[src/aovs_defines.vh]
// Constants for the analog output value selector: map, fields, limits.
`ifndef AOVS_DEFINES_VH
`define AOVS_DEFINES_VH
// Register byte offsets.
`define AOVS_CTRL_OFS 8'h00
`define AOVS_VOLT_OFS 8'h04
`define AOVS_CURR_OFS 8'h08
`define AOVS_NTD_OFS 8'h0C
`define AOVS_NSD_OFS 8'h10
`define AOVS_STAT_OFS 8'h14
// Control field positions.
`define AOVS_PU_V_BIT 0
`define AOVS_PU_I_BIT 1
`define AOVS_NT_V_LSB 2
`define AOVS_NT_I_LSB 4
`define AOVS_NS_V_LSB 6
`define AOVS_NS_I_LSB 8
`define AOVS_SLAVE_BIT 10
// Value register field positions: low code and high code.
`define AOVS_LO_LSB 0
`define AOVS_HI_LSB 16
// Status field positions.
`define AOVS_ST_DONE_BIT 0
`define AOVS_ST_NT_BIT 1
`define AOVS_ST_NS_BIT 2
`define AOVS_ST_RED_BIT 3
`define AOVS_ST_ERR_BIT 4
`define AOVS_ST_V_LSB 8
`define AOVS_ST_I_LSB 16
// Fallback modes.
`define AOVS_MODE_HOLD 2'h0
`define AOVS_MODE_LOW 2'h1
`define AOVS_MODE_HIGH 2'h2
// Reset values (voltage in 50 mV codes, current in 0.1 mA codes).
`define AOVS_CTRL_RST 11'h000
`define AOVS_VHI_RST 8'hC8
`define AOVS_VLO_RST 8'h00
`define AOVS_IHI_RST 8'hC8
`define AOVS_ILO_RST 8'h28
`define AOVS_DLY_RST 16'h0000
// Accepted ranges and least separation.
`define AOVS_VHI_MIN 8'h02
`define AOVS_VHI_MAX 8'hC8
`define AOVS_VLO_MAX 8'hC6
`define AOVS_V_SEP 9'h014
`define AOVS_IHI_MIN 8'h16
`define AOVS_IHI_MAX 8'hC8
`define AOVS_ILO_MIN 8'h14
`define AOVS_ILO_MAX 8'hC7
`define AOVS_I_SEP 9'h014
`define AOVS_DLY_MAX 16'hFFF0
// Push-button teach steps and the voltage high values they load.
`define AOVS_TEACH_5V 6'h1E
`define AOVS_TEACH_10V 6'h1F
`define AOVS_V5_CODE 8'h64
`define AOVS_V10_CODE 8'hC8
// Delay time base: unit in ms, clock in kHz.
`define AOVS_TICK_MS 5
`define AOVS_CLK_KHZ 25000
`define AOVS_TICK_CYCLES (`AOVS_TICK_MS * `AOVS_CLK_KHZ)
`endif

[src/aovs_selector.v]
// Analog output value selector with its AHB-Lite register slave.
`timescale 1ns/1ps
`default_nettype none
`include "aovs_defines.vh"

module aovs_selector
#(
    parameter TICK_CYCLES = `AOVS_TICK_CYCLES
)
(
    // Clock and reset.
    input wire hclk,
    input wire hresetn,
    // AHB-Lite slave.
    input wire hsel,
    input wire [7:0] haddr,
    input wire [1:0] htrans,
    input wire hwrite,
    input wire [2:0] hsize,
    input wire [31:0] hwdata,
    input wire hready,
    output wire hreadyout,
    output wire hresp,
    output reg [31:0] hrdata,
    // Measurement results.
    input wire meas_valid,
    input wire meas_target,
    input wire [1:0] meas_zone,
    input wire [7:0] meas_frac,
    // Master sync and push-button teach.
    input wire sync_pulse,
    input wire teach_valid,
    input wire [5:0] teach_step,
    // Converter codes and indicator.
    output reg [7:0] volt_code,
    output reg [7:0] curr_code,
    output reg led_red
);

    // *************************************************************
    // Declarations
    // *************************************************************

    // Zone codes of a measurement: inside, at/beyond low, high.
    localparam [1:0] ZONE_LOW = 2'h1;
    localparam [1:0] ZONE_HIGH = 2'h2;

    // Configuration registers.
    reg [10:0] ctrl_ff;
    reg [7:0] vhi_ff;
    reg [7:0] vlo_ff;
    reg [7:0] ihi_ff;
    reg [7:0] ilo_ff;
    reg [15:0] ntd_ff;
    reg [15:0] nsd_ff;
    // Sticky flag for a refused configuration write.
    reg err_ff;
    // Captured address phase.
    reg wr_pend_ff;
    reg [7:0] addr_ff;
    // Time base and delay counters.
    reg [16:0] tick_cnt_ff;
    reg tick_ff;
    reg fail_ff;
    reg [15:0] nt_cnt_ff;
    reg [16:0] ns_cnt_ff;
    reg done_ff;
    // Next values.
    reg [7:0] nxt_volt;
    reg [7:0] nxt_curr;
    reg nxt_err;
    // Decoded helpers.
    wire addr_ok;
    wire wr_en;
    wire rd_en;
    wire nt_act;
    wire ns_act;
    wire [31:0] stat_word;
    wire [7:0] wv_lo;
    wire [7:0] wv_hi;
    wire v_good;
    wire i_good;
    wire [15:0] v_prod;
    wire [15:0] i_prod;
    wire [7:0] v_scaled;
    wire [7:0] i_scaled;

    // *************************************************************
    // Helper functions
    // *************************************************************

    // Picks the fallback value for a mode; HOLD keeps the output.
    function [7:0] pick;
        input [1:0] mode;
        input [7:0] lo;
        input [7:0] hi;
        input [7:0] keep;
        begin
            if (mode == `AOVS_MODE_LOW)
            begin
                pick = lo;
            end
            else if (mode == `AOVS_MODE_HIGH)
            begin
                pick = hi;
            end
            else
            begin
                pick = keep;
            end
        end
    endfunction

    // *************************************************************
    // Bus slave
    // *************************************************************

    // The slave never stalls and never reports an error.
    assign hreadyout = 1'b1;
    assign hresp = 1'b0;

    // A transfer is taken on NONSEQ or SEQ with hready high.
    assign addr_ok = hsel & hready & htrans[1];
    assign wr_en = wr_pend_ff;
    assign rd_en = addr_ok & ~hwrite;

    // The write data of the pending write, split into two codes.
    assign wv_lo = hwdata[`AOVS_LO_LSB +: 8];
    assign wv_hi = hwdata[`AOVS_HI_LSB +: 8];

    assign v_good = (wv_hi >= `AOVS_VHI_MIN) &&
        (wv_hi <= `AOVS_VHI_MAX) && (wv_lo <= `AOVS_VLO_MAX) &&
        ({1'b0, wv_hi} >= {1'b0, wv_lo} + `AOVS_V_SEP);

    assign i_good = (wv_hi >= `AOVS_IHI_MIN) &&
        (wv_hi <= `AOVS_IHI_MAX) && (wv_lo >= `AOVS_ILO_MIN) &&
        (wv_lo <= `AOVS_ILO_MAX) &&
        ({1'b0, wv_hi} >= {1'b0, wv_lo} + `AOVS_I_SEP);

    // Address phase capture; the data follows in the next cycle.
    always @(posedge hclk or negedge hresetn)
    begin
        if (!hresetn)
        begin
            wr_pend_ff <= 1'b0;
            addr_ff <= 8'h00;
        end
        else
        begin
            wr_pend_ff <= addr_ok & hwrite;
            addr_ff <= haddr;
        end
    end

    // Read data is registered at the address phase, so it is
    // stable across the whole data phase.
    always @(posedge hclk or negedge hresetn)
    begin
        if (!hresetn)
        begin
            hrdata <= 32'h00000000;
        end
        else if (rd_en)
        begin
            case (haddr)
                `AOVS_CTRL_OFS: hrdata <= {21'h000000, ctrl_ff};
                `AOVS_VOLT_OFS: hrdata <= {8'h00, vhi_ff, 8'h00, vlo_ff};
                `AOVS_CURR_OFS: hrdata <= {8'h00, ihi_ff, 8'h00, ilo_ff};
                `AOVS_NTD_OFS: hrdata <= {16'h0000, ntd_ff};
                `AOVS_NSD_OFS: hrdata <= {16'h0000, nsd_ff};
                `AOVS_STAT_OFS: hrdata <= stat_word;
                // Unmapped words read as zero.
                default: hrdata <= 32'h00000000;
            endcase
        end
    end

    // Status word shows the live selector state.
    assign stat_word = {8'h00, curr_code, volt_code, 3'h0, err_ff,
        led_red, ns_act, nt_act, done_ff};

    // *************************************************************
    // Configuration registers
    // *************************************************************

    // Writes that break a range or separation are refused whole,
    // so the pair of codes can never be left half updated.
    always @(posedge hclk or negedge hresetn)
    begin
        if (!hresetn)
        begin
            ctrl_ff <= `AOVS_CTRL_RST;
            vhi_ff <= `AOVS_VHI_RST;
            vlo_ff <= `AOVS_VLO_RST;
            ihi_ff <= `AOVS_IHI_RST;
            ilo_ff <= `AOVS_ILO_RST;
            ntd_ff <= `AOVS_DLY_RST;
            nsd_ff <= `AOVS_DLY_RST;
        end
        else
        begin
            if (wr_en && addr_ff == `AOVS_CTRL_OFS)
            begin
                ctrl_ff <= hwdata[10:0];
            end
            if (wr_en && addr_ff == `AOVS_VOLT_OFS && v_good)
            begin
                vhi_ff <= wv_hi;
                vlo_ff <= wv_lo;
            end
            if (wr_en && addr_ff == `AOVS_CURR_OFS && i_good)
            begin
                ihi_ff <= wv_hi;
                ilo_ff <= wv_lo;
            end
            if (wr_en && addr_ff == `AOVS_NTD_OFS &&
                hwdata[15:0] <= `AOVS_DLY_MAX && hwdata[31:16] == 16'h0)
            begin
                ntd_ff <= hwdata[15:0];
            end
            if (wr_en && addr_ff == `AOVS_NSD_OFS &&
                hwdata[15:0] <= `AOVS_DLY_MAX && hwdata[31:16] == 16'h0)
            begin
                nsd_ff <= hwdata[15:0];
            end
            if (teach_valid && (teach_step == `AOVS_TEACH_5V ||
                teach_step == `AOVS_TEACH_10V))
            begin
                vhi_ff <= (teach_step == `AOVS_TEACH_5V) ?
                    `AOVS_V5_CODE : `AOVS_V10_CODE;
                vlo_ff <= `AOVS_VLO_RST;
            end
        end
    end

    // Refused writes set the error flag; writing one to it
    // clears it, but a refusal in the same cycle wins.
    always @*
    begin
        nxt_err = err_ff;
        if (wr_en && addr_ff == `AOVS_STAT_OFS &&
            hwdata[`AOVS_ST_ERR_BIT])
        begin
            nxt_err = 1'b0;
        end
        if (wr_en && ((addr_ff == `AOVS_VOLT_OFS && !v_good) ||
            (addr_ff == `AOVS_CURR_OFS && !i_good) ||
            ((addr_ff == `AOVS_NTD_OFS || addr_ff == `AOVS_NSD_OFS) &&
            (hwdata[15:0] > `AOVS_DLY_MAX || hwdata[31:16] != 16'h0))))
        begin
            nxt_err = 1'b1;
        end
    end

    always @(posedge hclk or negedge hresetn)
    begin
        if (!hresetn)
        begin
            err_ff <= 1'b0;
        end
        else
        begin
            err_ff <= nxt_err;
        end
    end

    // *************************************************************
    // Time base and delay tracking
    // *************************************************************

    // A one-cycle tick every delay unit.
    always @(posedge hclk or negedge hresetn)
    begin
        if (!hresetn)
        begin
            tick_cnt_ff <= 17'h00000;
            tick_ff <= 1'b0;
        end
        else if (tick_cnt_ff == TICK_CYCLES[16:0] - 17'h00001)
        begin
            tick_cnt_ff <= 17'h00000;
            tick_ff <= 1'b1;
        end
        else
        begin
            tick_cnt_ff <= tick_cnt_ff + 17'h00001;
            tick_ff <= 1'b0;
        end
    end

    // Red while target missing.
    // Any measurement that sees a target restarts the count.
    always @(posedge hclk or negedge hresetn)
    begin
        if (!hresetn)
        begin
            fail_ff <= 1'b0;
            nt_cnt_ff <= 16'h0000;
            led_red <= 1'b0;
        end
        else
        begin
            led_red <= fail_ff;
            if (meas_valid && meas_target)
            begin
                fail_ff <= 1'b0;
                nt_cnt_ff <= 16'h0000;
            end
            else if (meas_valid)
            begin
                fail_ff <= 1'b1;
            end
            else if (fail_ff && tick_ff && nt_cnt_ff != 16'hFFFF)
            begin
                nt_cnt_ff <= nt_cnt_ff + 16'h0001;
            end
        end
    end

    assign nt_act = fail_ff && (nt_cnt_ff >= ntd_ff);

    // Units since the last master sync; a slave that misses more
    // than the delay is out of sync. Saturates, never wraps.
    always @(posedge hclk or negedge hresetn)
    begin
        if (!hresetn)
        begin
            ns_cnt_ff <= 17'h00000;
        end
        else if (sync_pulse)
        begin
            ns_cnt_ff <= 17'h00000;
        end
        else if (tick_ff && ns_cnt_ff != 17'h1FFFF)
        begin
            ns_cnt_ff <= ns_cnt_ff + 17'h00001;
        end
    end

    assign ns_act = ctrl_ff[`AOVS_SLAVE_BIT] &&
        (ns_cnt_ff > {1'b0, nsd_ff});

    // *************************************************************
    // Output selection
    // *************************************************************

    assign v_prod = (vhi_ff - vlo_ff) * meas_frac;
    assign i_prod = (ihi_ff - ilo_ff) * meas_frac;
    assign v_scaled = vlo_ff + v_prod[15:8];
    assign i_scaled = ilo_ff + i_prod[15:8];

    // Priority: power-up, lost sync, no target, fresh measurement.
    always @*
    begin
        nxt_volt = volt_code;
        nxt_curr = curr_code;
        if (!done_ff && !meas_valid)
        begin
            nxt_volt = ctrl_ff[`AOVS_PU_V_BIT] ? vhi_ff : vlo_ff;
            nxt_curr = ctrl_ff[`AOVS_PU_I_BIT] ? ihi_ff : ilo_ff;
        end
        else if (ns_act)
        begin
            nxt_volt = pick(ctrl_ff[`AOVS_NS_V_LSB +: 2], vlo_ff,
                vhi_ff, volt_code);
            nxt_curr = pick(ctrl_ff[`AOVS_NS_I_LSB +: 2], ilo_ff,
                ihi_ff, curr_code);
        end
        else if (nt_act)
        begin
            nxt_volt = pick(ctrl_ff[`AOVS_NT_V_LSB +: 2], vlo_ff,
                vhi_ff, volt_code);
            nxt_curr = pick(ctrl_ff[`AOVS_NT_I_LSB +: 2], ilo_ff,
                ihi_ff, curr_code);
        end
        else if (meas_valid && meas_target)
        begin
            if (meas_zone == ZONE_LOW)
            begin
                nxt_volt = vlo_ff;
                nxt_curr = ilo_ff;
            end
            else if (meas_zone == ZONE_HIGH)
            begin
                nxt_volt = vhi_ff;
                nxt_curr = ihi_ff;
            end
            else
            begin
                nxt_volt = v_scaled;
                nxt_curr = i_scaled;
            end
        end
    end

    // Codes registered straight out.
    // Outputs reset to the default low codes, which equal the
    // power-up LOW selection, so no glitch at release.
    always @(posedge hclk or negedge hresetn)
    begin
        if (!hresetn)
        begin
            volt_code <= `AOVS_VLO_RST;
            curr_code <= `AOVS_ILO_RST;
            done_ff <= 1'b0;
        end
        else
        begin
            volt_code <= nxt_volt;
            curr_code <= nxt_curr;
            if (meas_valid)
            begin
                done_ff <= 1'b1;
            end
        end
    end

endmodule
`default_nettype wire

[config.mk]
export PLATFORM = sky130hd
export DESIGN_NAME = aovs_selector
export DESIGN_NICKNAME = d
export VERILOG_FILES = /design/src/aovs_selector.v
export VERILOG_INCLUDE_DIRS = /design/src
export SDC_FILE = /design/constraint.sdc
export NUM_CORES = 1
export LEC_CHECK = 0
export BUFFER_PORTS_ARGS = -buffer_cell sky130_fd_sc_hd__buf_2
export CORE_ASPECT_RATIO = 1.25
export CORE_MARGIN = 3
export CORE_UTILIZATION = 45
export CTS_CLUSTER_DIAMETER = 30
export DETAILED_ROUTE_END_ITERATION = 10
export GPL_TIMING_DRIVEN = 0
export MAX_ROUTING_LAYER = met4
export PLACE_DENSITY = 0.71
export REMOVE_ABC_BUFFERS = 1
export SYNTH_ARGS = -nofsm -noshare
export SYNTH_HDL_FRONTEND = slang
export SYNTH_SLANG_ARGS = --single-unit
[constraint.sdc]
create_clock -name hclk -period 15.3 [get_ports hclk]
set_input_delay 3.06 -clock hclk [delete_from_list [all_inputs] [get_ports hclk]]
set_output_delay 3.06 -clock hclk [all_outputs]
set_load 0.05 [all_outputs]
# == Word level (Yosys, flattened, before mapping) ==
# Index checks and enable logic that the tools add are counted.
# word_totals
ff_bits,187
in_bits,70
out_inout_bits,51
word_cells,169
# classes
addsub,8
mul,2
order_cmp,11
n_eq_ne,30
muxes,39
bitwise_logic,5
reduce_logical,54
# op_table
operator,count
$mux 8,27
$pmux 24 s6,1
$mux 17,3
$mux 16,3
$add 17x1->17 const B,2
$eq 8x4->1 const B,4
$eq 8x5->1 const B,4
$logic_and 1x1->1,32
$mul 9x9->16,2
$le 8x8->1 const B,3
$sub 8x8->9,2
$eq 17x17->1 const B,1
$gt 17x16->1,1
$ne 17x17->1 const B,1
$add 16x1->16 const B,1
$add 8x8->8,2
$eq 8x3->1 const B,2
$ge 16x16->1,1
$ge 8x5->1 const B,2
$gt 16x16->1 const B,1
$le 16x16->1 const B,1
$logic_not 16->1,1
$logic_not 8->1,2
$ne 16x16->1 const B,1
19 further kinds,49

# == Logic depth before layout (Yosys ltp) ==
# logic_depth
ltp_word,11
depth_mapped,36
ltp_nobuf,36

# == Least setup slack after synthesis ==
# Ideal clock, no wire load.
# synth_path
path_kind,in2reg
start,input meas_frac[0]
end,register curr_code[7]
setup_time_ns,0.086
arrival_ns,8.820
required_time_ns,15.214
path_slack_ns,6.394
cell_stages,28
n_path_buf,2
cell_sequence,clkbuf_1 -> clkbuf_1 -> nand2_1 -> fa_1 -> inv_1 -> fa_1 -> fa_1 -> inv_1 -> fa_1 -> inv_1 -> ha_1 -> nor2_1 -> o2bb2ai_1 -> a31o_4 -> nor2b_1 -> o21a_1 -> nor3_1 -> nor2_1 -> ha_1 -> nor2_1 -> nor2_1 -> a2111oi_0 -> nor3_1 -> xnor2_1 -> xnor2_2 -> xnor2_1 -> or4_1 -> a32oi_1
# synth_via
elab_chain_cells,8
# synth_lines
item,line_no,source
from (decl),aovs_selector.v:29,"input wire [7:0] meas_frac,"
$mul 9x9->16,aovs_selector.v:348,assign i_prod = (ihi_ff - ilo_ff) * meas_frac;
$add 8x8->8,aovs_selector.v:350,assign i_scaled = ilo_ff + i_prod[15:8];
$mux 8,aovs_selector.v:383,else if (meas_zone == ZONE_HIGH)
$mux 8,aovs_selector.v:378,if (meas_zone == ZONE_LOW)
$mux 8,aovs_selector.v:376,else if (meas_valid && meas_target)
$mux 8,aovs_selector.v:369,else if (nt_act)
$mux 8,aovs_selector.v:362,else if (ns_act)
$mux 8,aovs_selector.v:357,if (!done_ff && !meas_valid)
to (signal assigned),aovs_selector.v:404,curr_code <= `AOVS_ILO_RST;
to (signal assigned),aovs_selector.v:410,curr_code <= nxt_curr;
to (decl),aovs_selector.v:36,"output reg [7:0] curr_code,"
# No other way between the ends. The select of a mux whose other input is x is not followed.
# A chain may end at the register's enable or synchronous reset.

# == Worst setup path after layout ==
# layout_path
start,input meas_frac[1]
end,register curr_code[7]
# The elaborated chain is that of the path after synthesis.

==> out/results.txt <==
Outcome = finished, final reports clean
Die width = 175 um
Met2 Resource Use GR = 40.6%
Sw Ratio = 46.0%
Leading register cell type out of synthesis = dfrtp_1
Yosys reg bits = 179
Via Count = 13100
Max-slew headroom = 18.4%
Quantity of I/O buffers inserted on ports = 106
RD Place Congestion = 0.915
Vias per cell = 5.64
Ports = 121
Post-CTS Setup Repair Bufs = 0
Number of enable flip-flop cells after synthesis = 0
VDD IR max = 0.000220 V
Largest fanout on the critical path = 17
Seq pwr share = 16.2%
Final WL = 42600 um
Average size of a mapped cell = 9.11 sq um
Drt pass-1 iters = 6
Die area = 38200 sq um
Sw power = 1.54 mW
Post-synth ARST share = 100%
Slew Limit Fails = 0
GRT met3 Usage = 2.47%
Area leader, netlist = dfrtp_1
Clock skew = 0.0109 ns
Maxcap violations = 0
Post-CTS Resized = 0
Starting Density = 46.3%
Grt total ovfl = 0
Netlist cell types = 90
Critical Path End Type = flop
Row count = 76
Post-Syn Area = 16200 sq um
Antenna viol nets, final = 0
N_diodes = 0
CTS tree = yes
Hold/Removal Path Class = flop to flop
Per-cell routed wire length = 18.4 um
Area of the multi-input gates = 10500 sq um
Final HPWL DP = 33000 um
Clock slew at reported path FFs = 0.07 ns
R2R setup slack = 7.09 ns
First-pass GRT wire length = 69800 um
Tmin final = 8.73 ns
Post-CTS Hold Buffers = 0
Largest net degree at the start of global routing = 105
Met1 usage = 28.0%
Fmax = 115 MHz
Top-area cell type share of the netlist area = 26.2%
Final hold vios = 0
Worst hold slack = 0.475 ns
Synth top area cells = dfrtp_1, fa_1, ha_1
Crit start category = input port
RSZ-0062 raised after global routing = false
Area growth from synthesis to layout = 9.84%
DR iter-0 viols = 826
Int Power = 1.80 mW
# nets final = 2156
Cell Pwr Density = 188 nW/um^2
Initial antenna violation count = 0
CP Data Required Time = 15.65 ns
FF/Latch Area = 4490 sq um
Ratio of cells with drive above 1 in the final layout = 11.9%
CP Class = input port to flop
CP Data Arrival Time = 9.07 ns
Fill count = 3207
Setup TNS = 0 ns
Synth warn = 0
Clk Latency, worst-skew pair = 0.44 ns
Lkg Pwr = 8.77 nW
Clk sinks = 179
Clock power frac = 15.3%
Sequential share of the synthesized area = 27.8%
Clock Path Buffers = 2
CTS Buf Count = 17
Vias in the first global route = 13500
Die height = 218 um
Core box area = 34900 sq um
CTS root buffer = clkbuf_16
Grt peak-use layer = met2
Post-route DRC = 0
Combinational Power Share = 68.5%
Worst Tran Pin Value = 1.22 ns
Tot GR Track Use = 23.4%
H-tree Lvls = 4
Final Setup Violations = 0
Final cycle utilization of the critical path = 57.0%
Syn Inst Count = 1773
registers in the layout, summed over array words and instances, names as in the netlist, 8 cells and up:
register and flops:
addr_ff 8, ctrl_ff 11, curr_code 8, hrdata 24, ihi_ff 8, ilo_ff 8, ns_cnt_ff 17, nsd_ff 16
nt_cnt_ff 16, ntd_ff 16, tick_cnt_ff 17, vhi_ff 8, vlo_ff 8, volt_code 8
metal layers:
layer,vias to the layer above,wire length [um]
met3,81,1930
met1,6513,17500
li1,6114,-
met4,0,1620
met5,-,0
met2,364,21600
layout by cell type, fill, tap and decap left out, types with 55 or more instances in the layout:
cell	n
a21oi_1	66
and2_1	55
buf_2	105
dfrtp_1	169
fa_1	106
ha_1	144
inv_1	222
nand2_1	193
nor2_1	110
o21ai_0	94
Yosys cell counts (12+ instances only):
cell and n:
mux2_2 34, nand3_1 44, nand2_1 193, and3_1 20, a21oi_1 66, xnor2_1 49
inv_1 222, mux2i_1 33, o21ai_0 94, nand4_1 15, a22oi_1 12, clkbuf_1 49
fa_1 106, a31oi_1 14, ha_1 144, xor2_1 42, nor2_1 110, a222oi_1 16
and2_1 55, nor3_1 22, nand2b_1 17, buf_4 15, nor2b_1 26, dfrtp_1 169
a21o_1 17
layout make-up:
| cell class | instances | share of cell area [%] |
|---|---|---|
| well taps | 468 | 3.30 |
| clock buffers | 18 | 2.47 |
| flip-flops and latches | 179 | 25.3 |
| inverters | 223 | 4.72 |
| repair buffers | 113 | 3.56 |
| clock inverters | 14 | 1.41 |
| multi-input cells | 1302 | 59.2 |
final timing paths:
| kind | cells after the start | endpoint | start |
|---|---|---|---|
| worst min-delay path | 2 | hrdata[6] | hrdata[6] |
| worst min register to register | 2 | hrdata[6] | hrdata[6] |
| max in group asynchronous | 2 | curr_code[3] | hresetn |
| worst max-delay path | 24 | curr_code[7] | meas_frac[1] |
| min in group asynchronous | 1 | tick_ff | hresetn |
| worst max register to register | 36 | curr_code[7] | ilo_ff[1] |
logic make-up after synthesis:
group / after synthesis / synth area share (%)
fa+ha+maj: 250 / 24.3
mux: 75 / 5.25
simple gates: 559 / 17.0
other cells: 2 / 0.0465
flops: 179 / 27.8
buf+inv: 300 / 7.44
compound gates: 315 / 13.0
xor+xnor: 93 / 5.17
power groups by stage:
stage | combinational (mW) | sequential (mW) | clock [mW]
finish | 2.28 | 0.541 | 0.511
global route | 2.62 | 0.543 | 0.534
CTS | 2.30 | 0.541 | 0.516
detailed placement | 2.28 | 0.549 | 0
global placement | 2.21 | 0.549 | 0
floorplan | 1.76 | 0.593 | 0
per-stage QoR:
| step | std cells | power, mW | cell area (sq um) | util, % | setup slack [ns] |
|---|---|---|---|---|---|
| 4_1_cts | 2316 | 3.36 | 17700 | 50.8 | 6.58 |
| 6_report | 2317 | 3.34 | 17700 | 50.8 | 6.57 |
| 3_5_place_dp | 2284 | 2.82 | 17000 | 48.8 | 6.13 |
| 5_1_grt | 2317 | 3.69 | 17700 | 50.8 | 6.05 |
| 2_1_floorplan | 1704 | 2.35 | 15800 | - | 6.93 |
| 3_3_place_gp | 2278 | 2.76 | 16900 | 48.5 | 6.20 |
critical path: stages:
cell       delay, ns
buf_2           0.30
nand2_1         0.19
fa_1            0.66
fa_1            0.59
inv_1           0.05
fa_1            0.48
inv_1           0.06
fa_1            0.53
inv_1           0.04
ha_1            0.33
and3_1          0.18
a21oi_1         0.15
o21ai_2         0.10
or4_4           0.44
nand2_1         0.09
xnor2_1         0.07
ha_1            0.21
a2111oi_0       0.31
nor3_1          0.14
xnor2_1         0.24
xnor2_2         0.14
xnor2_1         0.10
or4_1           0.40
a32oi_1         0.19
(Power assumes the default switching activity.)
